--- config.mk ---
export PLATFORM = sky130hd
export DESIGN_NAME = dcst_top
export DESIGN_NICKNAME = d
export VERILOG_FILES = /design/src/rtl/dcst_pkg.sv /design/src/rtl/dcst_cfg_if.sv /design/src/rtl/dcst_regs.sv /design/src/rtl/dcst_burst.sv /design/src/rtl/dcst_top.sv
export SDC_FILE = /design/constraint.sdc
export NUM_CORES = 1
export LEC_CHECK = 0
export ABC_AREA = 1
export BUFFER_PORTS_ARGS = -buffer_cell sky130_fd_sc_hd__buf_2
export CAP_MARGIN = 10
export CORE_MARGIN = 3
export CORE_UTILIZATION = 50
export DETAILED_ROUTE_END_ITERATION = 7
export HOLD_SLACK_MARGIN = 0.06
export PLACE_DENSITY = 0.87
export SLEW_MARGIN = 25
export SYNTH_ARGS = -nofsm -noshare
export SYNTH_HDL_FRONTEND = slang
export SYNTH_SLANG_ARGS = --single-unit
--- constraint.sdc ---
create_clock -name CLK -period 2.4 [get_ports CLK]
set_clock_uncertainty 0.05 [all_clocks]
set_input_delay 0.48 -clock CLK [delete_from_list [all_inputs] [get_ports CLK]]
set_output_delay 0.48 -clock CLK [all_outputs]
set_load 0.01 [all_outputs]
--- src/rtl/dcst_pkg.sv ---
// package of register map, field layout and spacing constants for the command spacing timer
package dcst_pkg;
  localparam logic [7:0] ADDR_READ_TURNAROUND   = 8'h58;
  localparam logic [7:0] ADDR_ACT_CLK_BURST     = 8'h5c;
  localparam logic [7:0] ADDR_CMD_TIMING        = 8'h70;
  localparam logic [7:0] ADDR_STATUS            = 8'h74;
  localparam int         FLD_W                  = 3;
  localparam int         POS_RD_WR_SAME         = 24;
  localparam int         POS_RD_WR_DIFF         = 16;
  localparam int         POS_RD_RD_SAME         = 8;
  localparam int         POS_RD_RD_DIFF         = 0;
  localparam int         POS_ACT_ACT            = 24;
  localparam int         POS_CLK_DISABLE        = 16;
  localparam int         POS_MIN_CKE            = 8;
  localparam int         POS_BURST_INT          = 0;
  localparam int         POS_TCCD               = 0;
  localparam int         POS_BURST_LEN          = 8;
  localparam logic [31:0] RESET_READ_TURNAROUND = 32'h0000_0000;
  localparam logic [31:0] RESET_ACT_CLK_BURST   = 32'h0000_0000;
  localparam logic [31:0] RESET_CMD_TIMING      = 32'h0000_0402;
  localparam logic [31:0] MASK_TURNAROUND       = 32'h0707_0707;
  localparam logic [31:0] MASK_CMD_TIMING       = 32'h0000_0707;
  localparam logic [2:0] CMD_NONE  = 3'h0;
  localparam logic [2:0] CMD_READ  = 3'h1;
  localparam logic [2:0] CMD_WRITE = 3'h2;
  localparam logic [2:0] CMD_ACT   = 3'h3;
  localparam logic [2:0] CMD_OTHER = 3'h4;
endpackage

--- src/rtl/dcst_cfg_if.sv ---
// interface carrying programmed timing fields from the register file to the spacing logic
`timescale 1ns/1ns
interface dcst_cfg_if;
  logic [2:0] rd_wr_same;
  logic [2:0] rd_wr_diff;
  logic [2:0] rd_rd_same;
  logic [2:0] rd_rd_diff;
  logic [2:0] act_act;
  logic [2:0] clk_disable;
  logic [2:0] burst_int;
  logic [2:0] tccd;
  logic [2:0] burst_len;
  modport regs (output rd_wr_same, rd_wr_diff, rd_rd_same, rd_rd_diff, act_act, clk_disable, burst_int, tccd,
                burst_len);
  modport core (input rd_wr_same, rd_wr_diff, rd_rd_same, rd_rd_diff, act_act, clk_disable, burst_int, tccd,
                burst_len);
endinterface

--- src/rtl/dcst_regs.sv ---
// apb register file holding the spacing fields
`timescale 1ns/1ns
module dcst_regs
(
  input  wire logic        clk,
  input  wire logic        rst_n,
  input  wire logic        psel,
  input  wire logic        penable,
  input  wire logic        pwrite,
  input  wire logic [7:0]  paddr,
  input  wire logic [31:0] pwdata,
  input  wire logic [31:0] status,
  output logic      [31:0] prdata,
  output logic             pslverr,
  dcst_cfg_if.regs         cfg
);
  logic [31:0] turn;
  logic [31:0] act;
  logic [31:0] cmdt;
  logic [31:0] next_turn;
  logic [31:0] next_act;
  logic [31:0] next_cmdt;
  logic [31:0] next_prdata;
  logic        next_pslverr;
  logic        hit;

  always_comb
  begin
    next_turn    = turn;
    next_act     = act;
    next_cmdt    = cmdt;
    next_prdata  = prdata;
    next_pslverr = 1'b0;
    hit          = 1'b1;
    // zero-wait-state slave: act during setup, answer appears on the access cycle
    if (psel && !penable)
    begin
      if (paddr == dcst_pkg::ADDR_READ_TURNAROUND)
      begin
        if (pwrite) next_turn = pwdata & dcst_pkg::MASK_TURNAROUND;
        next_prdata = turn;
      end
      else if (paddr == dcst_pkg::ADDR_ACT_CLK_BURST)
      begin
        if (pwrite) next_act = pwdata & dcst_pkg::MASK_TURNAROUND;
        next_prdata = act;
      end
      else if (paddr == dcst_pkg::ADDR_CMD_TIMING)
      begin
        if (pwrite) next_cmdt = pwdata & dcst_pkg::MASK_CMD_TIMING;
        next_prdata = cmdt;
      end
      else if (paddr == dcst_pkg::ADDR_STATUS)
      begin
        next_prdata = status;
        next_pslverr = pwrite;
      end
      else
      begin
        hit = 1'b0;
        next_prdata  = 32'h0000_0000;
        next_pslverr = 1'b1;
      end
      if (!hit) next_prdata = 32'h0000_0000;
    end
  end

  always_ff @(posedge clk or negedge rst_n)
  begin
    if (!rst_n)
    begin
      turn    <= dcst_pkg::RESET_READ_TURNAROUND;
      act     <= dcst_pkg::RESET_ACT_CLK_BURST;
      cmdt    <= dcst_pkg::RESET_CMD_TIMING;
      prdata  <= 32'h0000_0000;
      pslverr <= 1'b0;
    end
    else
    begin
      turn    <= next_turn;
      act     <= next_act;
      cmdt    <= next_cmdt;
      prdata  <= next_prdata;
      pslverr <= next_pslverr;
    end
  end

  assign cfg.rd_wr_same  = turn[dcst_pkg::POS_RD_WR_SAME +: dcst_pkg::FLD_W];
  assign cfg.rd_wr_diff  = turn[dcst_pkg::POS_RD_WR_DIFF +: dcst_pkg::FLD_W];
  assign cfg.rd_rd_same  = turn[dcst_pkg::POS_RD_RD_SAME +: dcst_pkg::FLD_W];
  assign cfg.rd_rd_diff  = turn[dcst_pkg::POS_RD_RD_DIFF +: dcst_pkg::FLD_W];
  assign cfg.act_act     = act[dcst_pkg::POS_ACT_ACT +: dcst_pkg::FLD_W];
  assign cfg.clk_disable = act[dcst_pkg::POS_CLK_DISABLE +: dcst_pkg::FLD_W];
  assign cfg.burst_int   = act[dcst_pkg::POS_BURST_INT +: dcst_pkg::FLD_W];
  assign cfg.tccd        = cmdt[dcst_pkg::POS_TCCD +: dcst_pkg::FLD_W];
  assign cfg.burst_len   = cmdt[dcst_pkg::POS_BURST_LEN +: dcst_pkg::FLD_W];
endmodule

--- src/rtl/dcst_burst.sv ---
// burst-interrupt down-counter and column-to-column gap tracker
`timescale 1ns/1ns
module dcst_burst
(
  input  wire logic  clk,
  input  wire logic  rst_n,
  input  wire logic  col_issue,
  dcst_cfg_if.core   cfg,
  output logic       burst_busy,
  output logic       intr_ok
);
  logic [2:0] bi_cnt;
  logic [2:0] beat_cnt;
  logic [2:0] ccd_cnt;
  logic [2:0] next_bi_cnt;
  logic [2:0] next_beat_cnt;
  logic [2:0] next_ccd_cnt;

  always_comb
  begin
    next_bi_cnt   = bi_cnt;
    next_beat_cnt = beat_cnt;
    next_ccd_cnt  = (ccd_cnt != 3'h0) ? ccd_cnt - 3'h1 : 3'h0;
    if (col_issue)
    begin
      next_bi_cnt   = cfg.burst_int;  // [RULE8]
      next_beat_cnt = cfg.burst_len;
      next_ccd_cnt  = cfg.tccd;
    end
    else if (beat_cnt != 3'h0)
    begin
      next_beat_cnt = beat_cnt - 3'h1;
      if (bi_cnt == 3'h0)
        next_bi_cnt = cfg.burst_int;  // [RULE10]
      else
        next_bi_cnt = bi_cnt - 3'h1;
    end
    else
      next_bi_cnt = 3'h0;
  end

  always_ff @(posedge clk or negedge rst_n)
  begin
    if (!rst_n)
    begin
      bi_cnt   <= 3'h0;  // [RULE12]
      beat_cnt <= 3'h0;
      ccd_cnt  <= 3'h0;
    end
    else
    begin
      bi_cnt   <= next_bi_cnt;
      beat_cnt <= next_beat_cnt;
      ccd_cnt  <= next_ccd_cnt;
    end
  end

  assign burst_busy = (beat_cnt != 3'h0);
  // an unfinished burst may be cut only once both the counter and tccd have run out
  assign intr_ok = !burst_busy || ((bi_cnt == 3'h0) && (ccd_cnt == 3'h0));  // [RULE9] [RULE11]

  a_burst_load: assert property (@(posedge clk) disable iff (!rst_n)  // [RULE8]
    col_issue |=> bi_cnt == $past(cfg.burst_int)) else $error("burst counter not loaded");
  a_burst_reload: assert property (@(posedge clk) disable iff (!rst_n)  // [RULE10]
    (!col_issue && burst_busy && bi_cnt == 3'h0) |=> bi_cnt == $past(cfg.burst_int))
    else $error("burst counter not reloaded");
  a_ccd_gap: assert property (@(posedge clk) disable iff (!rst_n)  // [RULE11]
    (col_issue && cfg.tccd != 3'h0 && cfg.burst_len != 3'h0) |=> !intr_ok)
    else $error("interrupt allowed before tccd");
endmodule

--- src/rtl/dcst_top.sv ---
// command spacing timer: turnaround, activate spacing and burst-interrupt gating
// What this block does
// RULE1: a write after a read to the same chip select waits the programmed extra cycles, at least one.
// RULE2: a write after a read to another chip select waits the programmed extra cycles, at least one.
// RULE3: a read after a read to the same chip select waits the programmed additional delay.
// RULE4: a read after a read to another chip select waits the programmed extra cycles, at least one.
// RULE5: activates to different banks stay at least the programmed activate spacing apart.
// RULE6: the clock-disable field holds the cycles the phy needs to stop the memory clock.
// RULE7: software sets that field to the pad re-enable time when the disable also gates the pads.
// RULE8: issuing a burst loads the burst-interrupt down-counter with the programmed interval.
// RULE9: no command may cut into an unfinished burst before that counter reaches zero.
// RULE10: when the counter hits zero with the burst unfinished it reloads the interval.
// RULE11: a cutting command also waits tccd cycles after the last column command.
// RULE12: all delays are counted in controller clocks by counters cleared at reset; elapsed and act_since reset to 7 instead.
//
// Chosen here: the APB register port.
`timescale 1ns/1ns
module dcst_top
(
  input  wire logic        CLK,
  input  wire logic        RSTN,
  input  wire logic        PSEL,
  input  wire logic        PENABLE,
  input  wire logic        PWRITE,
  input  wire logic [7:0]  PADDR,
  input  wire logic [31:0] PWDATA,
  output logic      [31:0] PRDATA,
  output logic             PREADY,
  output logic             PSLVERR,
  input  wire logic        CMD_VALID,
  input  wire logic [2:0]  CMD_TYPE,
  input  wire logic        CMD_CS,
  input  wire logic [2:0]  CMD_BANK,
  output logic             CMD_ACCEPT,
  output logic             CMD_READY,
  input  wire logic        CLK_DISABLE_REQ,
  output logic             DFI_DRAM_CLK_DISABLE,
  output logic             DRAM_CLK_STOPPED
);
  typedef enum logic [1:0]
  {
    DCST_CK_RUN  = 2'b00,
    DCST_CK_WAIT = 2'b01,
    DCST_CK_OFF  = 2'b10
  } dcst_ck_t;

  dcst_cfg_if cfg ();

  logic [31:0] status;
  logic        burst_busy;
  logic        intr_ok;
  logic        take;
  logic        is_rd;
  logic        is_wr;
  logic        is_act;
  logic        is_col;
  logic        space_ok;
  logic [2:0]  rd_gap;
  logic        last_cs;
  logic        last_bank_valid;
  logic [2:0]  last_bank;
  logic [3:0]  next_rd_gap;
  logic        next_last_cs;
  logic [2:0]  act_gap;
  logic [2:0]  next_act_gap;
  logic        next_last_bank_valid;
  logic [2:0]  next_last_bank;
  logic        need_gap;
  logic [2:0]  need_val;
  dcst_ck_t    ck_state;
  dcst_ck_t    next_ck_state;
  logic [2:0]  ck_cnt;
  logic [2:0]  next_ck_cnt;
  logic        next_cmd_ready;
  logic        next_pready;
  logic [2:0]  elapsed;
  logic [2:0]  next_elapsed;
  logic [2:0]  act_since;
  logic [2:0]  next_act_since;

  dcst_regs u_regs
  (
    .clk     (CLK),
    .rst_n   (RSTN),
    .psel    (PSEL),
    .penable (PENABLE),
    .pwrite  (PWRITE),
    .paddr   (PADDR),
    .pwdata  (PWDATA),
    .status  (status),
    .prdata  (PRDATA),
    .pslverr (PSLVERR),
    .cfg     (cfg.regs)
  );

  dcst_burst u_burst
  (
    .clk        (CLK),
    .rst_n      (RSTN),
    .col_issue  (take && is_col),
    .cfg        (cfg.core),
    .burst_busy (burst_busy),
    .intr_ok    (intr_ok)
  );

  assign is_rd  = (CMD_TYPE == dcst_pkg::CMD_READ);
  assign is_wr  = (CMD_TYPE == dcst_pkg::CMD_WRITE);
  assign is_act = (CMD_TYPE == dcst_pkg::CMD_ACT);
  assign is_col = is_rd || is_wr;

  // each follower type waits its own field, counted in idle cycles since the last read
  always_comb
  begin
    need_gap = 1'b0;
    need_val = 3'h0;
    if (is_wr && CMD_CS == last_cs)
      need_val = cfg.rd_wr_same;  // [RULE1]
    else if (is_wr)
      need_val = cfg.rd_wr_diff;  // [RULE2]
    else if (is_rd && CMD_CS == last_cs)
      need_val = cfg.rd_rd_same;  // [RULE3]
    else if (is_rd)
      need_val = cfg.rd_rd_diff;  // [RULE4]
    need_gap = is_col && (elapsed < need_val);
  end

  // a command is held, not refused: every spacing term must clear before it is taken
  assign space_ok = !need_gap
                    && !(is_act && last_bank_valid && CMD_BANK != last_bank && act_gap != 3'h0)  // [RULE5]
                    && (intr_ok || !(CMD_TYPE != dcst_pkg::CMD_NONE))  // [RULE9]
                    && (ck_state == DCST_CK_RUN);
  // accept is registered, so the requester still offers the same command one cycle after a take;
  // skipping that cycle keeps one command from being taken twice
  assign take = CMD_VALID && space_ok && CMD_READY && !CMD_ACCEPT;

  always_comb
  begin
    next_rd_gap          = {1'b0, rd_gap};
    next_last_cs         = last_cs;
    next_act_gap         = (act_gap != 3'h0) ? act_gap - 3'h1 : 3'h0;
    next_last_bank_valid = last_bank_valid;
    next_last_bank       = last_bank;
    if (rd_gap != 3'h0)
      next_rd_gap = {1'b0, rd_gap - 3'h1};
    if (take && is_rd)
    begin
      // status only: the widest turnaround that any follower could still need
      next_rd_gap  = {1'b0, max3(max3(cfg.rd_wr_same, cfg.rd_wr_diff), max3(cfg.rd_rd_same, cfg.rd_rd_diff))};
      next_last_cs = CMD_CS;
    end
    if (take && is_act)
    begin
      next_act_gap         = cfg.act_act;  // [RULE5]
      next_last_bank_valid = 1'b1;
      next_last_bank       = CMD_BANK;
    end
  end

  function automatic logic [2:0] max3(input logic [2:0] a, input logic [2:0] b);
    max3 = (a > b) ? a : b;
  endfunction

  // saturating counts of cycles since the last read and the last activate; 7 covers every 3-bit field
  always_comb
  begin
    next_elapsed   = (elapsed != 3'h7) ? elapsed + 3'h1 : elapsed;
    next_act_since = (act_since != 3'h7) ? act_since + 3'h1 : act_since;
    if (take && is_rd)
      next_elapsed = 3'h0;
    if (take && is_act)
      next_act_since = 3'h0;
  end

  // the clock-disable wait uses the programmed phy stop time
  always_comb
  begin
    next_ck_state = ck_state;
    next_ck_cnt   = ck_cnt;
    case (ck_state)
      DCST_CK_RUN:
        if (CLK_DISABLE_REQ && !burst_busy)
        begin
          next_ck_state = DCST_CK_WAIT;
          next_ck_cnt   = cfg.clk_disable;  // [RULE6]
        end
      // the count always runs out: a cancelled stop and a restart both give the pads their time
      DCST_CK_WAIT:
        if (ck_cnt != 3'h0)
          next_ck_cnt = ck_cnt - 3'h1;
        else if (CLK_DISABLE_REQ)
          next_ck_state = DCST_CK_OFF;
        else
          next_ck_state = DCST_CK_RUN;
      DCST_CK_OFF:
        if (!CLK_DISABLE_REQ)
        begin
          // re-enable also waits the same field: pads may need it to come back
          next_ck_state = DCST_CK_WAIT;
          next_ck_cnt   = cfg.clk_disable;  // [RULE7]
        end
      default:
        next_ck_state = DCST_CK_RUN;
    endcase
    next_cmd_ready = (next_ck_state == DCST_CK_RUN);
    next_pready    = PSEL && !PENABLE;
  end

  always_ff @(posedge CLK or negedge RSTN)
  begin
    if (!RSTN)
    begin
      rd_gap               <= 3'h0;  // [RULE12]
      last_cs              <= 1'b0;
      act_gap              <= 3'h0;
      last_bank_valid      <= 1'b0;
      last_bank            <= 3'h0;
      elapsed              <= 3'h7;
      act_since            <= 3'h7;
      ck_state             <= DCST_CK_RUN;
      ck_cnt               <= 3'h0;
      CMD_READY            <= 1'b1;
      CMD_ACCEPT           <= 1'b0;
      PREADY               <= 1'b0;
      DFI_DRAM_CLK_DISABLE <= 1'b0;
      DRAM_CLK_STOPPED     <= 1'b0;
    end
    else
    begin
      rd_gap               <= next_rd_gap[2:0];
      last_cs              <= next_last_cs;
      act_gap              <= next_act_gap;
      last_bank_valid      <= next_last_bank_valid;
      last_bank            <= next_last_bank;
      elapsed              <= next_elapsed;
      act_since            <= next_act_since;
      ck_state             <= next_ck_state;
      ck_cnt               <= next_ck_cnt;
      CMD_READY            <= next_cmd_ready;
      CMD_ACCEPT           <= take;
      PREADY               <= next_pready;
      DFI_DRAM_CLK_DISABLE <= (next_ck_state != DCST_CK_RUN) && CLK_DISABLE_REQ;
      DRAM_CLK_STOPPED     <= (next_ck_state == DCST_CK_OFF);
    end
  end

  assign status = {24'h00_0000, 1'b0, ck_state, burst_busy, intr_ok, rd_gap != 3'h0, act_gap != 3'h0, last_cs};

  // a taken follower must have seen at least its own field of idle cycles since the last read
  a_rd_wr_same: assert property (@(posedge CLK) disable iff (!RSTN)  // [RULE1]
    (take && is_wr && CMD_CS == last_cs) |-> elapsed >= cfg.rd_wr_same)
    else $error("write too soon after read same cs");
  a_rd_wr_diff: assert property (@(posedge CLK) disable iff (!RSTN)  // [RULE2]
    (take && is_wr && CMD_CS != last_cs) |-> elapsed >= cfg.rd_wr_diff)
    else $error("write too soon after read other cs");
  a_rd_rd_same: assert property (@(posedge CLK) disable iff (!RSTN)  // [RULE3]
    (take && is_rd && CMD_CS == last_cs) |-> elapsed >= cfg.rd_rd_same)
    else $error("read too soon after read same cs");
  a_rd_rd_diff: assert property (@(posedge CLK) disable iff (!RSTN)  // [RULE4]
    (take && is_rd && CMD_CS != last_cs) |-> elapsed >= cfg.rd_rd_diff)
    else $error("read too soon after read other cs");
  // act_since is the gap to the previous activate less one
  a_act_space: assert property (@(posedge CLK) disable iff (!RSTN)  // [RULE5]
    (take && is_act && last_bank_valid && CMD_BANK != last_bank)
    |-> ({1'b0, act_since} + 4'h1 >= {1'b0, cfg.act_act}))
    else $error("activates too close");
  a_burst_guard: assert property (@(posedge CLK) disable iff (!RSTN)  // [RULE9]
    take |-> intr_ok) else $error("burst cut early");
  a_clk_stop: assert property (@(posedge CLK) disable iff (!RSTN)  // [RULE6]
    (ck_state == DCST_CK_RUN && CLK_DISABLE_REQ && !burst_busy)
    |=> (ck_state == DCST_CK_WAIT && ck_cnt == $past(cfg.clk_disable)))
    else $error("clock stop not timed by field");
  a_clk_off: assert property (@(posedge CLK) disable iff (!RSTN)  // [RULE6]
    (ck_state == DCST_CK_WAIT && ck_cnt == 3'h0 && CLK_DISABLE_REQ) |=> ck_state == DCST_CK_OFF)
    else $error("clock not stopped after field");
  a_clk_release: assert property (@(posedge CLK) disable iff (!RSTN)  // [RULE7]
    (ck_state == DCST_CK_OFF && !CLK_DISABLE_REQ)
    |=> (ck_state == DCST_CK_WAIT && ck_cnt == $past(cfg.clk_disable) && !CMD_READY))
    else $error("clock restart not timed by field");
  c_read: cover property (@(posedge CLK) take && is_rd);
  c_read_write: cover property (@(posedge CLK) take && is_rd ##[1:10] take && is_wr);
  c_act_act: cover property (@(posedge CLK) take && is_act ##[1:10] take && is_act);
  c_clk_off: cover property (@(posedge CLK) ck_state == DCST_CK_OFF);
  c_burst_cut: cover property (@(posedge CLK) take && burst_busy);
endmodule

# Word level (Yosys, flattened, before mapping)
# Cells that the tools add are included.
[classes]
reduce_logical = 47
n_lt_le_gt_ge = 4
n_eq_ne = 16
n_bitwise = 2
n_mux = 44
add_sub_neg = 7
[ops]
columns = ["op", "count"]
rows = [
  ["$mux W32", 4],
  ["$mux W3", 23],
  ["$eq A8 B7 Y1 const B", 4],
  ["$reduce_bool A3 Y1", 7],
  ["$logic_and A1 B1 Y1", 19],
  ["$sub A3 B1 Y3 const B", 6],
  ["$mux W1", 10],
  ["$gt A3 B3 Y1", 3],
  ["$pmux W3 S3", 1],
  ["$mux W2", 4],
  ["$reduce_and A4 Y1", 2],
  ["$reduce_bool A2 Y1", 4],
  ["$mux W7", 1],
  ["$eq A3 B2 Y1 const B", 2],
  ["$logic_not A1 Y1", 6],
  ["$logic_not A3 Y1", 2],
  ["$pmux W2 S3", 1],
  ["$reduce_and A5 Y1", 1],
  ["$eq A2 B2 Y1 const B", 2],
  ["$logic_not A2 Y1", 2],
  ["$ne A2 B2 Y1 const B", 2],
  ["$add A3 B1 Y3 const B", 1],
  ["$eq A3 B1 Y1 const B", 1],
  ["$logic_or A1 B1 Y1", 3],
  ["other kinds (8)", 9],
]
[word_totals]
word_cells = 141
in_bits = 54
ff_bits = 96

# Logic depth before layout (Yosys ltp)
# Gate-level depths: netlist of the first run.
[logic_depth]
ltp_word = 16
ltp_mapped = 18
depth_no_buf = 17

# By module
# From an unflattened synthesis of the first run, not the netlist that was laid out.
[hier_totals]
cells_unflattened = 684
hier_area_um2 = 5492.8
[modules_own_cells]
columns = ["mod", "seq_area_each_um2", "instances", "area_each_um2", "cells_each"]
rows = [
  ["dcst_regs", 1579.0, 1, 3093.0, 363],
  ["dcst_top", 605.6, 1, 1825.5, 242],
  ["dcst_burst", 225.2, 1, 574.3, 79],
]

# Worst setup path after synthesis of the first run
# No wires, ideal clock.
[synth_timing]
path_kind = "input to register"
startpoint = "in CMD_CS"
endpoint = "reg u_burst.ccd_cnt[1]"
path_buffers = 1
slack_ns = 0.053
path_stages = 16
setup_time_ns = 0.121
arrival_time_ns = 2.176
t_required_ns = 2.229
path_cell_list = "inv_1 -> nand2_2 -> nand2_2 -> inv_1 -> a21oi_1 -> o21ai_0 -> o211ai_1 -> o21ai_0 -> ha_1 -> a211oi_4 -> nand2_4 -> nand2_8 -> nor2_8 -> buf_12 -> nand2_2 -> o21ai_2"
[synth_between]
elab_chain_len = 16
[synth_lines]
columns = ["item", "line", "rtl"]
rows = [
  ["start, declared", "dcst_top.sv:32", "input wire logic CMD_CS,"],
  ["$eq A1 B1 Y1 *", "dcst_top.sv:116, dcst_top.sv:120", ""],
  ["$logic_and A1 B1 Y1", "dcst_top.sv:120", "else if (is_rd && CMD_CS == last_cs)"],
  ["$mux W3", "dcst_top.sv:120", ""],
  ["$mux W3", "dcst_top.sv:118", "else if (is_wr)"],
  ["$mux W3 *", "dcst_top.sv:116", "if (is_wr && CMD_CS == last_cs)"],
  ["$lt A3 B3 Y1 *", "dcst_top.sv:124", "need_gap = is_col && (elapsed < need_val);"],
  ["$logic_and A1 B1 Y1 *", "dcst_top.sv:124", ""],
  ["$logic_not A1 Y1 *", "dcst_top.sv:128", "assign space_ok = !need_gap"],
  ["$logic_and A1 B1 Y1 *", "dcst_top.sv:129", "&& !(is_act && last_bank_valid && CMD_BANK != last_bank && act_gap != 3'h0)"],
  ["$logic_and A1 B1 Y1 *", "dcst_top.sv:130", "&& (intr_ok || !(CMD_TYPE != dcst_pkg::CMD_NONE))"],
  ["$logic_and A1 B1 Y1 *", "dcst_top.sv:131", "&& (ck_state == DCST_CK_RUN);"],
  ["$logic_and A1 B1 Y1 * (3 in series)", "dcst_top.sv:134", "assign take = CMD_VALID && space_ok && CMD_READY && !CMD_ACCEPT;"],
  ["$logic_and A1 B1 Y1 *", "dcst_top.sv:100", ".col_issue (take && is_col),"],
  ["$mux W3 *", "dcst_burst.sv:24", "if (col_issue)"],
  ["named net u_burst.next_ccd_cnt[1]", "dcst_burst.sv:17", "logic [2:0] next_ccd_cnt;"],
  ["end signal, assigned", "dcst_burst.sv:54", "ccd_cnt <= next_ccd_cnt;"],
  ["end, declared", "dcst_burst.sv:14", "logic [2:0] ccd_cnt;"],
]
# The timed path passes the listed nets; every way through them passes the cells marked *.
# A chain may end at the register's enable or synchronous reset.

# Worst setup path in the final report of the first run
[layout_timing]
startpoint = "reg u_regs.turn[26]"
endpoint = "reg rd_gap[0]"
[layout_between]
elab_chain_len = 12
[layout_lines]
columns = ["item", "line", "rtl"]
rows = [
  ["start, declared", "dcst_regs.sv:17", "logic [31:0] turn;"],
  ["start signal, assigned", "dcst_regs.sv:72", "turn <= dcst_pkg::RESET_READ_TURNAROUND;"],
  ["start signal, assigned", "dcst_regs.sv:80", "turn <= next_turn;"],
  ["$mux W3", "dcst_top.sv:116", ""],
  ["$lt A3 B3 Y1", "dcst_top.sv:124", ""],
  ["$logic_and A1 B1 Y1", "dcst_top.sv:124", ""],
  ["$logic_not A1 Y1", "dcst_top.sv:128", ""],
  ["$logic_and A1 B1 Y1", "dcst_top.sv:129", ""],
  ["$logic_and A1 B1 Y1", "dcst_top.sv:130", ""],
  ["$logic_and A1 B1 Y1", "dcst_top.sv:131", ""],
  ["$logic_and A1 B1 Y1 (3 in series)", "dcst_top.sv:134", ""],
  ["$logic_and A1 B1 Y1", "dcst_top.sv:145", "if (take && is_rd)"],
  ["$mux W3 or $reduce_bool A2 Y1 (tied branches)", "n/a", ""],
  ["end signal, assigned", "dcst_top.sv:229", "rd_gap <= next_rd_gap[2:0];"],
  ["end, declared", "dcst_top.sv:58", "logic [2:0] rd_gap;"],
]
# Several ways; a longest one is shown, not always the timed one.

==> results of run 1 <==
## final timing paths
| check | to | slack (ns) |
|---|---|---|
| worst max-delay path | rd_gap[0]$_DFFE_PN0P_ | -0.007 |
| worst min-delay path | last_bank[0]$_DFFE_PN0P_ | 0.29 |
| worst max register to register | rd_gap[0]$_DFFE_PN0P_ | -0.007 |
| worst min register to register | u_regs.prdata[18]$_DFFE_PN0P_ | 0.43 |
| max in group asynchronous | CMD_READY$_DFF_PN1_ | 1.10 |
| min in group asynchronous | act_gap[0]$_DFF_PN0_ | 0.55 |
## worst reg2reg max path: stages (launching register included)
cell	delay (ns)
sky130_fd_sc_hd__dfrtp_1	0.42
sky130_fd_sc_hd__ha_4	0.33
sky130_fd_sc_hd__nand2_4	0.06
sky130_fd_sc_hd__o21ai_4	0.17
sky130_fd_sc_hd__nand2_2	0.10
sky130_fd_sc_hd__buf_4	0.14
sky130_fd_sc_hd__o21ai_1	0.17
sky130_fd_sc_hd__ha_1	0.26
sky130_fd_sc_hd__nand3_1	0.10
sky130_fd_sc_hd__nand2_2	0.08
sky130_fd_sc_hd__o21ai_0	0.31
sky130_fd_sc_hd__o21a_1	0.15
## cells by family (layout without fill, tap and decap cells)
family	Yosys count	in the layout	synth area share
flip-flops	80	80	0.4396
AND/OR/NAND/NOR	221	222	0.2250
buffers and inverters	105	196	0.1051
AO/OA/AOI/OAI	115	115	0.1476
other	1	16	0.0008205
XOR/XNOR	7	7	0.01341
adder cells (fa/ha/maj)	25	25	0.06844
## area by class of cell
class | instances | share of cell area
clock buffers | 10 | 0.02265
clock inverters | 6 | 0.01643
inverters | 80 | 0.05329
multi-input cells | 385 | 0.4116
flip-flops and latches | 80 | 0.3566
well taps | 108 | 0.02398
repair buffers | 100 | 0.1155
## routing by layer
metal  wire length (µm)  global-route usage  vias to the layer above
met5                  0                   0                        -
met2               6084              0.3898                      200
met1               4594              0.2745                     1931
li1                   -                   -                     1985
met4                594              0.1012                        0
met3                706             0.03306                       62
## Yosys cell counts (3+ instances only)
master and number:
sky130_fd_sc_hd__buf_4 17, sky130_fd_sc_hd__xor2_1 3, sky130_fd_sc_hd__o21ai_0 39, sky130_fd_sc_hd__nor2_1 21, sky130_fd_sc_hd__dfrtp_1 74, sky130_fd_sc_hd__nand2_2 6, sky130_fd_sc_hd__o21ai_1 36, sky130_fd_sc_hd__xnor2_1 4
sky130_fd_sc_hd__nand3_2 4, sky130_fd_sc_hd__nand3_1 35, sky130_fd_sc_hd__a21oi_1 11, sky130_fd_sc_hd__nand2_1 130, sky130_fd_sc_hd__o211ai_1 9, sky130_fd_sc_hd__o21ai_2 8, sky130_fd_sc_hd__o22ai_1 6, sky130_fd_sc_hd__inv_1 67
sky130_fd_sc_hd__ha_1 25, sky130_fd_sc_hd__dfstp_2 6, sky130_fd_sc_hd__buf_2 5, sky130_fd_sc_hd__inv_2 13, sky130_fd_sc_hd__nand4_1 9
## timing repair
item	in CTS	in global routing
hold buffers	1	0
setup endpoints to repair	17	21
buffers inserted	2	4
pin swaps	5	35
endpoints found under the hold margin	27	0
resized for setup	14	34
cloned	1	0
## flip-flops by register name, indices dropped and copies added, names as in the netlist, 2 cells and up
| signal | flops |
|---|---|
| u_burst.bi_cnt | 3 |
| act_gap | 3 |
| u_regs.turn | 12 |
| u_burst.beat_cnt | 3 |
| u_regs.cmdt | 6 |
| u_burst.ccd_cnt | 3 |
| u_regs.prdata | 16 |
| ck_state | 2 |
| last_bank | 3 |
| elapsed | 3 |
| rd_gap | 3 |
| u_regs.act | 12 |
| ck_cnt | 3 |
## where the power goes
part	switching (mW)	internal, mW	total [mW]
Clock	0.520	0.592	1.11
Combinational	0.947	0.654	1.60
Sequential	0.120	1.58	1.70
==> results, run 1 <==
- In the synthesized netlist the dominant register cell turns out to be sky130_fd_sc_hd__dfrtp_1.
- Measured along the y axis, the die boundary spans just over 100 µm.
- The H-tree depth reported by CTS is 3.
- The insertion delay to the later sink of the worst-skew pair is around 0.36 ns.
- In this run the horizontal extent of the chip is between 100 and 150 µm.
- The worst hold path passes through 3 cells.
- The initial antenna violation count is 0.
- The overall power of the completed layout is 4.417 mW.
- Of the post-synthesis cell area, the dominant cell type holds 0.4051.
- 92 I/O pins were placed.
- Summing all placed instances gives a cell area of 5157 µm².
- The detailed-route via count is 4178.
- The worst path arrival time is 2.65 ns.
- The netlist uses 40 different library cells.
- The highest net fanout along the worst path is 4.
- The share of layout cells above drive strength 1 is 0.2995.
- The maximum cell stage delay along the critical path is about 0.42 ns.
- Counting every instance in the synthesized netlist gives ~550.
- The max-slew violation count is 0.
- At the end of routability-driven placement, the weighted congestion stood at 0.9620.
- The routed wire length is ~12000 µm.
- A synthesized cell averages between 8 and 9 µm².
- The area used by sequential logic in the layout is 2009 µm².
- The initial utilization of the core area, before any placement, comes to 0.5190.
- The number of buffers and inverters on the critical path is 1.
- The core region is a little under 9000 µm².
- The final layout contains about 740 nets.
- For the final routed database, the setup TNS stands at -0.008636 ns.
- The via count of the first global-routing pass is between 4k and 5k.
- The largest net degree at the start of global routing is between 50 and 60.
- The final reports fail on setup timing.
- The number of iterations in the first detailed-routing pass is 5.
- The worst pin sits at a relative slew slack of 0.6609.
- Summed over all layers, the global routing overflow is 0.
- The slowest stage of the critical path belongs to the cell sky130_fd_sc_hd__dfrtp_1.
- The worst hold path startpoint is CMD_BANK[0].
- The logic depth of the worst register-to-register path is 11.
- The beginning of the critical path is u_regs.turn[26]$_DFFE_PN0P_.
- Measured on the finished design, the core utilization comes to 0.6400.
- For the pin with the worst max-slew slack, the measured transition is roughly 0.51 ns.
- The post-synthesis cell area is between 4000 and 5000 µm².
- Yosys mapped a number of flops with a built-in enable equal to 0.
- The detail route stage leaves a number of antenna-violating nets equal to 0.
- The mean number of vias per cell is between 5 and 6.
- By area the synthesized netlist is led by sky130_fd_sc_hd__dfrtp_1 41%, sky130_fd_sc_hd__nand2_1 11%, sky130_fd_sc_hd__ha_1 6.8%.
- The fill cell total of the finished layout is ~700.
- Traced cell by cell, the critical path runs through ha_4 -> nand2_4 -> o21ai_4 -> nand2_2 -> buf_4 -> o21ai_1 -> ha_1 -> nand3_1 -> nand2_2 -> o21ai_0 -> o21a_1.
- In this run, synthesis produced a sequential element count of 80.
- For this run, the register share of the synthesized area comes to 0.4396.
- The count of endpoints failing setup in the final report is 2.
- The leakage power is roughly 2.9 nW.
- After clock tree synthesis, the clock-pin slew on the worst setup and hold paths is roughly 0.080 ns.
- The post-DP HPWL is approximately 8400 µm.
- Dividing total power by cell area gives a power density of ~780 nW/µm².
- The most used cell along the critical path is sky130_fd_sc_hd__nand2_2.
- In the layout the commonest cells are 122 x sky130_fd_sc_hd__nand2_1, 74 x sky130_fd_sc_hd__dfrtp_1, 62 x sky130_fd_sc_hd__inv_1, 54 x sky130_fd_sc_hd__buf_2, 42 x sky130_fd_sc_hd__o21ai_1.
- Clock tree synthesis inserted a total of 9 buffers.
- Of all flip-flops after synthesis, the portion carrying an async set or reset was 1.000.
- On the final layout, the worst hold slack is just under 0.3 ns.
- The clock root buffer master is sky130_fd_sc_hd__clkbuf_8.
- After the flow finishes, the layout carries non-filler instances totaling 769.
- The clock passes through at most 2 buffers.
- The class of the worst hold path is in -> reg.
- The number of remaining DRC errors is 0.
- The overall global routing resource usage is 0.2242.
- On the critical path the largest part of the delay comes from compound AO/OA/AOI/OAI gates.
- Port buffering added 55 buffers.
- Dividing the detail-routed wire length by the instance count gives approximately 16 µm.
- The kind of end point of the critical path is a flip-flop.
- The final critical-path setup slack is -0.006677 ns.
- The number of hold-slack violations in the final timing report is 0.
- The maximum clock frequency is about 0.42 GHz.
- Setup repair after global routing could not meet its margin everywhere.
- The start of the worst register-to-register path is u_regs.turn[26]$_DFFE_PN0P_.
- The largest area contributor in the synthesized netlist is sky130_fd_sc_hd__dfrtp_1.
- STA classifies the critical path startpoint as a flip-flop.
- After routing the design area is 5635 µm².
- The cell depth of the worst setup path is 11.
- The number of sinks driven by the clock tree is 80.
- Relative to the synthesized area, the layout overhead comes to 23.30%.
- The antenna diode instance count is 0.
- The first global-routing pass estimated ~18000 µm of wire.
- The clock tree from TritonCTS is built.
- The critical path class is reg -> reg.
- The endpoint required time on the critical path is 2.65 ns.
- The final critical path time including I/O delays and setup is 2.407 ns.
- The synthesis warning total is 0.
- The worst slack after detailed placement is -0.1953 ns.
- The detailed router's first-iteration violation count is between 300 and 400.
- VDD sags by at most approximately 0.34 mV.
- In the finished design, the share of the clock period the worst path needs comes to 1.003.
- The area of the die is between 10000 and 15000 µm².
- The number of cells after detailed placement is 745.
- Leaving out fill and tap cells, the most frequent cell in the layout is sky130_fd_sc_hd__nand2_1.
- After floorplanning, the core was divided into 34 placement rows.
- The area of the multi-input gates is around 2300 µm².
- The max-cap check violation count is 0.
- The flow ran to the end, but the final reports show violations.
(Power assumes the default switching activity.)
==> inputs of run 2 (changes only) <==
- PLACE_DENSITY: 0.87 -> 0.85
- SKIP_LAST_GASP: default -> 1
==> results, run 2 (synthesis results as in run 1) <==
- The flow ran to the end, but the final reports show violations.
- The checks that failed: setup timing.
- Counting along the longest clock path gives a buffer depth of 2.
- The repair_antennas step left the layout with diodes totalling 0.
- The clock tree from TritonCTS is built.
- The worst slack after detailed placement is -0.2335 ns.
- The maximum cell stage delay along the critical path is 0.35 ns.
- The congestion estimate from routability-driven global placement came to 0.9065.
- Setup repair after global routing could not meet its margin everywhere.
- CTS saw 80 sinks.
- The top cell types in the final layout, fill and taps aside, are 119 x sky130_fd_sc_hd__nand2_1, 74 x sky130_fd_sc_hd__dfrtp_1, 61 x sky130_fd_sc_hd__inv_1, 55 x sky130_fd_sc_hd__buf_2, 47 x sky130_fd_sc_hd__buf_4.
- The largest net degree at the start of global routing is between 40 and 50.
- The total length of routed met2 wires is about 6400 µm.
- The endpoint required time on the critical path is about 2.6 ns.
- The detailed-route via count is 4268.
- The kind of end point of the critical path is a flip-flop.
- The residual antenna-violating net count after detailed routing is 0.
- After layout, the worst setup slack is -0.1185 ns.
- Clock latency on the worst-skew pair, taken at its later pin, is roughly 0.37 ns.
- The portion of total power attributed to combinational logic is 0.386.
- The routed wire length is 12600 µm.
- In the routed layout, each cell is associated on average with a via count of ~5.5.
- The die is approximately 100 µm tall.
- Summed over all nets, the half-perimeter wirelength after detailed placement is 8129 µm.
- The H-tree depth reported by CTS is 3.
- The initial antenna violation count is 0.
- The max-cap check violation count is 0.
- Traced cell by cell, the critical path runs through inv_1 -> ha_1 -> nand2_2 -> o21ai_2 -> nand3b_1 -> and2_4 -> ha_4 -> nand2_2 -> o21ai_2 -> nand2_2 -> buf_6 -> nand3_1 -> nand2_1 -> nand4_1 -> nand3_1.
- Dividing total power by cell area gives a power density of about 790 nW/µm².
- Hold timing on the final database bottoms out at a slack of 0.2922 ns.
- The global-route wire length before repair is around 18000 µm.
- The path class of the tightest hold or removal check is in -> reg.
- The clock input transition at the sequential cells of the worst setup and hold paths is around 0.09 ns.
- Setup violations remaining at the end of the flow were counted as 17.
- The met1 wire length is just under 5000 µm.
- For this run, the total global-route usage over all layers was measured as 0.2260.
- The slowest cell on the critical path is sky130_fd_sc_hd__dfrtp_1.
- The die covers between 10000 and 15000 µm².
- Of the total power, the clock network draws 0.235.
- The highest metal layer used by the detailed router is met4.
- Together, buffers and inverters on the worst path number 2.
- The worst path arrival time is 2.71 ns.
- The first routing iteration left approximately 450 violations.
- The routed design uses ~910 µm of met3 wire.
- The library cell used most frequently in the layout, excluding fill and tap cells, is sky130_fd_sc_hd__nand2_1.
- At the end of the flow, the number of nets in the layout was roughly 750.
- The worst hold path begins at CMD_BANK[0].
- The period utilization is 1.049.
- The worst vdd rail ir drop is 0.5080 mV.
- The number of remaining DRC errors is 0.
- The switching component of the power is between 1.5 and 2 mW.
- The number of hold-slack violations in the final timing report was 0.
- The part of the power in registers is 0.379.
- The most numerous cell type found on the critical path is sky130_fd_sc_hd__nand2_2.
- The effective utilization at floorplan is 0.5190.
- The remaining global-route overflow is 0.
- The start of the worst register-to-register path is u_regs.turn[17]$_DFFE_PN0P_.
- The clock root buffer master is sky130_fd_sc_hd__clkbuf_8.
- The horizontal extent of the die is just over 100 µm.
- The register with the most flip-flops is u_regs.prdata.
- The detail-routed net length per standard cell is roughly 16 µm.
- Summed over all failing endpoints, the final setup total negative slack is -0.7835 ns.
- From synthesis to final layout, the design area changed by 25.05%.
- The share of layout cells above drive strength 1 is 0.3254.
- Pin placement for this block handled 92 I/O pins.
- The highest net fanout along the worst path is 3.
- The internal power is 2.809 mW.
- The number of rows created at floorplan is 34.
- The total of buffers placed on input and output ports is 55.
- The max-slew violation count is 0.
- The leakage power is roughly 3 nW.
- After floorplanning, the core was sized to cover just under 9000 µm².
- The number of flip-flops in the largest register is 16.
- The number of iterations in the first detailed-routing pass is 5.
- Static timing analysis puts the maximum clock frequency at slightly below 0.4 GHz.
- The kind of launch point of the worst setup path is a flip-flop.
- The final critical path time including I/O delays and setup is 2.519 ns.
- The beginning of the critical path is u_regs.turn[17]$_DFFE_PN0P_.
- The critical path is of the reg -> reg type.
- The largest registers in the layout are u_regs.prdata (16), u_regs.act (12), u_regs.turn (12).
- The gate family responsible for the most delay along the worst path is simple AND/OR/NAND/NOR gates.
- The via count of the first global-routing pass was roughly 3.9k.
- The clock buffer count from CTS is 9.
- Of the total power, the share spent switching nets is 0.3759.
-- run 2: cell count changes in the layout (fill, tap and decap cells not counted), sizes merged --
cell    before  now
buf         99  111
bufinv       2    1
clkbuf      10    9
inv         81   83
-- run 2: through the flow --
| step | util | std cells | cell area [µm²] | total power, mW |
|---|---|---|---|---|
| floorplan | - | 569 | 4627 | 2.813 |
| global placement | 0.5848 | 744 | 5150 | 3.104 |
| detailed placement | 0.5848 | 744 | 5150 | 3.220 |
| CTS | 0.6272 | 774 | 5523 | 4.350 |
| global route | 0.6490 | 781 | 5715 | 4.767 |
| finish | 0.6490 | 781 | 5715 | 4.500 |
-- run 2: per-layer routing --
| metal | vias to the layer above | track usage |
|---|---|---|
| met5 | - | 0 |
| li1 | 2006 | - |
| met4 | 0 | 0.08793 |
| met1 | 1992 | 0.2830 |
| met2 | 222 | 0.3868 |
| met3 | 48 | 0.04201 |
-- run 2: worst reg2reg max path: stages (launching register included) --
cell	delay [ns]
sky130_fd_sc_hd__dfrtp_1	0.35
sky130_fd_sc_hd__inv_1	0.06
sky130_fd_sc_hd__ha_1	0.31
sky130_fd_sc_hd__nand2_2	0.06
sky130_fd_sc_hd__o21ai_2	0.20
sky130_fd_sc_hd__nand3b_1	0.13
sky130_fd_sc_hd__and2_4	0.17
sky130_fd_sc_hd__ha_4	0.28
sky130_fd_sc_hd__nand2_2	0.05
sky130_fd_sc_hd__o21ai_2	0.16
sky130_fd_sc_hd__nand2_2	0.11
sky130_fd_sc_hd__buf_6	0.14
sky130_fd_sc_hd__nand3_1	0.08
sky130_fd_sc_hd__nand2_1	0.08
sky130_fd_sc_hd__nand4_1	0.09
sky130_fd_sc_hd__nand3_1	0.07
-- run 2: layout make-up --
type,count,area (µm²)
flip-flops and latches,80,2009
fillers,663,3090
clock inverters,7,78.83
inverters,80,300.3
well taps,108,135.1
multi-input cells,385,2320
repair buffers,112,748.2
clock buffers,9,123.9
-- run 2: power groups by stage --
stage / registers, mW / logic (mW) / clock network [mW]
floorplan: 1.71 / 1.10 / 0
global placement: 1.71 / 1.39 / 0
detailed placement: 1.73 / 1.49 / 0
CTS: 1.70 / 1.60 / 1.05
global route: 1.73 / 1.92 / 1.12
finish: 1.71 / 1.74 / 1.06
-- run 2: what timing repair did --
| item | in CTS | in global routing |
|---|---|---|
| endpoints found under the hold margin | 30 | 0 |
| resized for setup | 21 | 42 |
| setup buffers | 11 | 8 |
| hold buffers | 1 | 0 |
| pin swaps | 11 | 29 |
| setup endpoints to repair | 20 | 24 |
| gates cloned | 2 | 0 |
-- run 2: path summary, 6_finish.rpt --
kind / end / slack [ns] / cells past startpoint
max in group asynchronous: u_regs.cmdt[1]$_DFFE_PN1P_ / 1.08 / 3
max reg2reg: rd_gap[1]$_DFFE_PN0P_ / -0.12 / 15
max: rd_gap[1]$_DFFE_PN0P_ / -0.12 / 15
min in group asynchronous: last_bank[1]$_DFFE_PN0P_ / 0.56 / 2
min reg2reg: u_regs.prdata[4]$_DFFE_PN0P_ / 0.44 / 2
min: last_bank[0]$_DFFE_PN0P_ / 0.29 / 3
==> inputs of run 3 (changes only) <==
- BUFFER_PORTS_ARGS: -buffer_cell sky130_fd_sc_hd__buf_2 -> default
- CORE_UTILIZATION: 50 -> 55
- DONT_BUFFER_PORTS: default -> 1
- PLACE_DENSITY: 0.85 -> 0.81
==> results, run 3 (synthesis results as in run 1) <==
- The number of placed instances, taps included, is around 680.
- The worst hold path passes through 2 cells.
- In this run the clock root is driven by a sky130_fd_sc_hd__clkbuf_8.
- The final route contains about 4k vias.
- The analysis attributes to cell leakage a power of ~2.8 nW.
- The worst setup path is captured at a flip-flop.
- The number of buffers on the longest clock path is 2.
- Of the available clock period, the critical path in the final layout requires 1.050.
- The start of the worst register-to-register path is u_regs.turn[26]$_DFFE_PN0P_.
- The first global-routing pass estimated ~18000 µm of wire.
- The maximum cell stage delay along the critical path is 0.42 ns.
- The worst register-to-register path ends at rd_gap[1]$_DFFE_PN0P_.
- The kind of launch point of the worst setup path is a flip-flop.
- The final reports fail on setup timing.
- The worst path in the final design needs a cycle of between 2 and 3 ns, including I/O delays and setup.
- The post-synthesis to final-layout area growth is 21.41%.
- The residual antenna-violating net count after detailed routing is 0.
- In the final routed layout, each cell accounts on average for approximately 17 µm.
- The flow ran to the end, but the final reports show violations.
- Dividing the detail-routed via count by the number of cells gives between 5 and 6.
- The overall global routing resource usage is 0.2388.
- Once placement finished, the instance area stood at between 4000 and 5000 µm².
- The cell depth of the worst setup path is 15.
- The slowest cell on the critical path is sky130_fd_sc_hd__dfrtp_1.
- The detailed router's first-iteration violation count is between 300 and 400.
- The utilization of the core after routing is 0.7035.
- The vertical die dimension is around 97 µm.
- The global placement routability congestion is just under 0.9.
- The floorplan has 32 rows.
- The critical path contains buffers and inverters numbering 2 combined.
- The beginning of the critical path is u_regs.turn[26]$_DFFE_PN0P_.
- The number of remaining DRC errors is 0.
- Based on the critical path, the design can be clocked at up to 0.3969 GHz.
- STA puts the critical path data arrival time at roughly 2.8 ns.
- The number of nets in the layout is around 700.
- The share of layout cells above drive strength 1 is 0.2764.
- The total of buffers placed on input and output ports is 0.
- For this run the aggregate overflow at the end of global routing stands at 0.
- The number of antenna diodes in the final layout is 0.
- The worst vdd rail ir drop is 0.4276 mV.
- The setup path with the least slack is of type reg -> reg.
- The most used cell along the critical path is sky130_fd_sc_hd__nand2_2.
- In this run the count of I/O pins placed on the die edge is slightly above 90.
- The largest registers in the layout are u_regs.prdata (16), u_regs.act (12), u_regs.turn (12).
- The max-slew violation count is 0.
- The count of endpoints failing setup in the final report is 11.
- The number of iterations in the first detailed-routing pass is 7.
- The gate family responsible for the most delay along the worst path is simple AND/OR/NAND/NOR gates.
- TritonCTS built the clock tree.
- The floorplan step defined a die boundary enclosing roughly 9400 µm².
- After clock tree synthesis, the clock-pin slew on the worst setup and hold paths is around 0.080 ns.
- Along the worst path, the maximum fanout reaches 4.
- The total core area is just under 8000 µm².
- The initial antenna violation count is 0.
- The power density over the cells is 815.6 nW/µm².
- In this run the number of H-tree levels came out at 3.
- For the worst setup path, the data required time is ~2.7 ns.
- Entering global routing, the biggest net connects ~80 pins.
- Excluding fillers, the count of instances in the completed layout stands at between 700 and 800.
- The via count of the first global-routing pass is ~3.9k.
- The commonest non-fill, non-tap cell in the layout is sky130_fd_sc_hd__nand2_1.
- The worst register-to-register path has a depth of 15.
- The number of hold-slack violations in the final timing report was 0.
- The final critical-path setup slack is -0.1197 ns.
- The slack of the worst reg-to-reg path is -0.12 ns.
- Setup repair after global routing could not meet its margin everywhere.
- The endpoint of the worst setup timing path is rd_gap[1]$_DFFE_PN0P_.
- The worst hold path belongs to the class in -> reg.
- The register with the most flip-flops in the layout has 16 of them.
- The register with the most flip-flops is u_regs.prdata.
- The insertion delay to the later sink of the worst-skew pair is roughly 0.37 ns.
- The post-route cell area is around 5500 µm².
- The critical path goes through ha_4 -> nand2_4 -> o21ai_4 -> nand2_2 -> buf_4 -> nand2_1 -> o21ai_2 -> ha_1 -> nand3_1 -> nand2_2 -> inv_2 -> nand3_4 -> nand2_2 -> nand4_1 -> nand3_1.
- In the layout the commonest cells are 112 x sky130_fd_sc_hd__nand2_1, 74 x sky130_fd_sc_hd__dfrtp_1, 61 x sky130_fd_sc_hd__inv_1, 47 x sky130_fd_sc_hd__buf_4, 43 x sky130_fd_sc_hd__o21ai_1.
- The post-DP HPWL is around 8000 µm.
- The effective utilization at floorplan is 0.5795.
- The clock buffer count from CTS is 9.
- The horizontal extent of the die is 97.16 µm.
- Summed over all layers, the routed wires come to 12240 µm.
- The tool flagged a number of max-cap violations equal to 0.
- The clock drives 80 sinks.
-- run 3: cell type report --
| type | count | area (µm²) |
|---|---|---|
| clock buffers | 9 | 123.9 |
| clock inverters | 7 | 108.9 |
| fillers | 547 | 2338 |
| inverters | 80 | 300.3 |
| multi-input cells | 384 | 2399 |
| flip-flops and latches | 80 | 2009 |
| well taps | 102 | 127.6 |
| repair buffers | 55 | 480.5 |
-- run 3: stage by stage --
stage | total power [mW] | hold WS (ns) | setup slack, ns | setup TNS (ns)
after global placement | 3.019 | 0.1383 | -0.1151 | -0.4755
after global routing | 4.791 | 0.1764 | -0.1956 | -2.279
final | 4.526 | 0.1766 | -0.1197 | -0.3829
after floorplan | 2.813 | 0.1344 | 0.05251 | 0
after detailed placement | 3.154 | 0.1368 | -0.1739 | -2.193
after CTS | 4.387 | 0.1778 | -0.009714 | -0.009714
-- run 3: how the worst min path moves through the flow --
stage | start | to
2_1_floorplan | RSTN | CMD_ACCEPT$_DFF_PN0_
3_3_place_gp | RSTN | u_burst.bi_cnt[2]$_DFF_PN0_
3_5_place_dp | RSTN | u_burst.ccd_cnt[1]$_DFF_PN0_
4_1_cts | CMD_BANK[1] | last_bank[1]$_DFFE_PN0P_
5_1_grt | CMD_BANK[2] | last_bank[2]$_DFFE_PN0P_
6_report | CMD_BANK[2] | last_bank[2]$_DFFE_PN0P_
-- run 3: layer usage --
| layer | share of wire | vias to the layer above | routed length [µm] | global-route usage |
|---|---|---|---|---|
| met5 | 0 | - | 0 | 0 |
| met4 | 0.037 | 0 | 448 | 0.08315 |
| met3 | 0.071 | 41 | 868 | 0.05097 |
| met2 | 0.52 | 208 | 6419 | 0.4145 |
| met1 | 0.37 | 1920 | 4503 | 0.2939 |
| li1 | - | 1896 | - | - |
-- run 3: timing repair --
item,in CTS,in global routing
resized for setup,19,58
setup buffers,9,8
hold buffers,2,0
setup endpoints to repair,16,22
cloned,0,1
endpoints found under the hold margin,80,0
pin swaps,16,25
-- run 3: where the power goes --
part / switching, mW / internal (mW)
registers: 0.145 / 1.58
clock network: 0.564 / 0.609
logic: 0.961 / 0.664
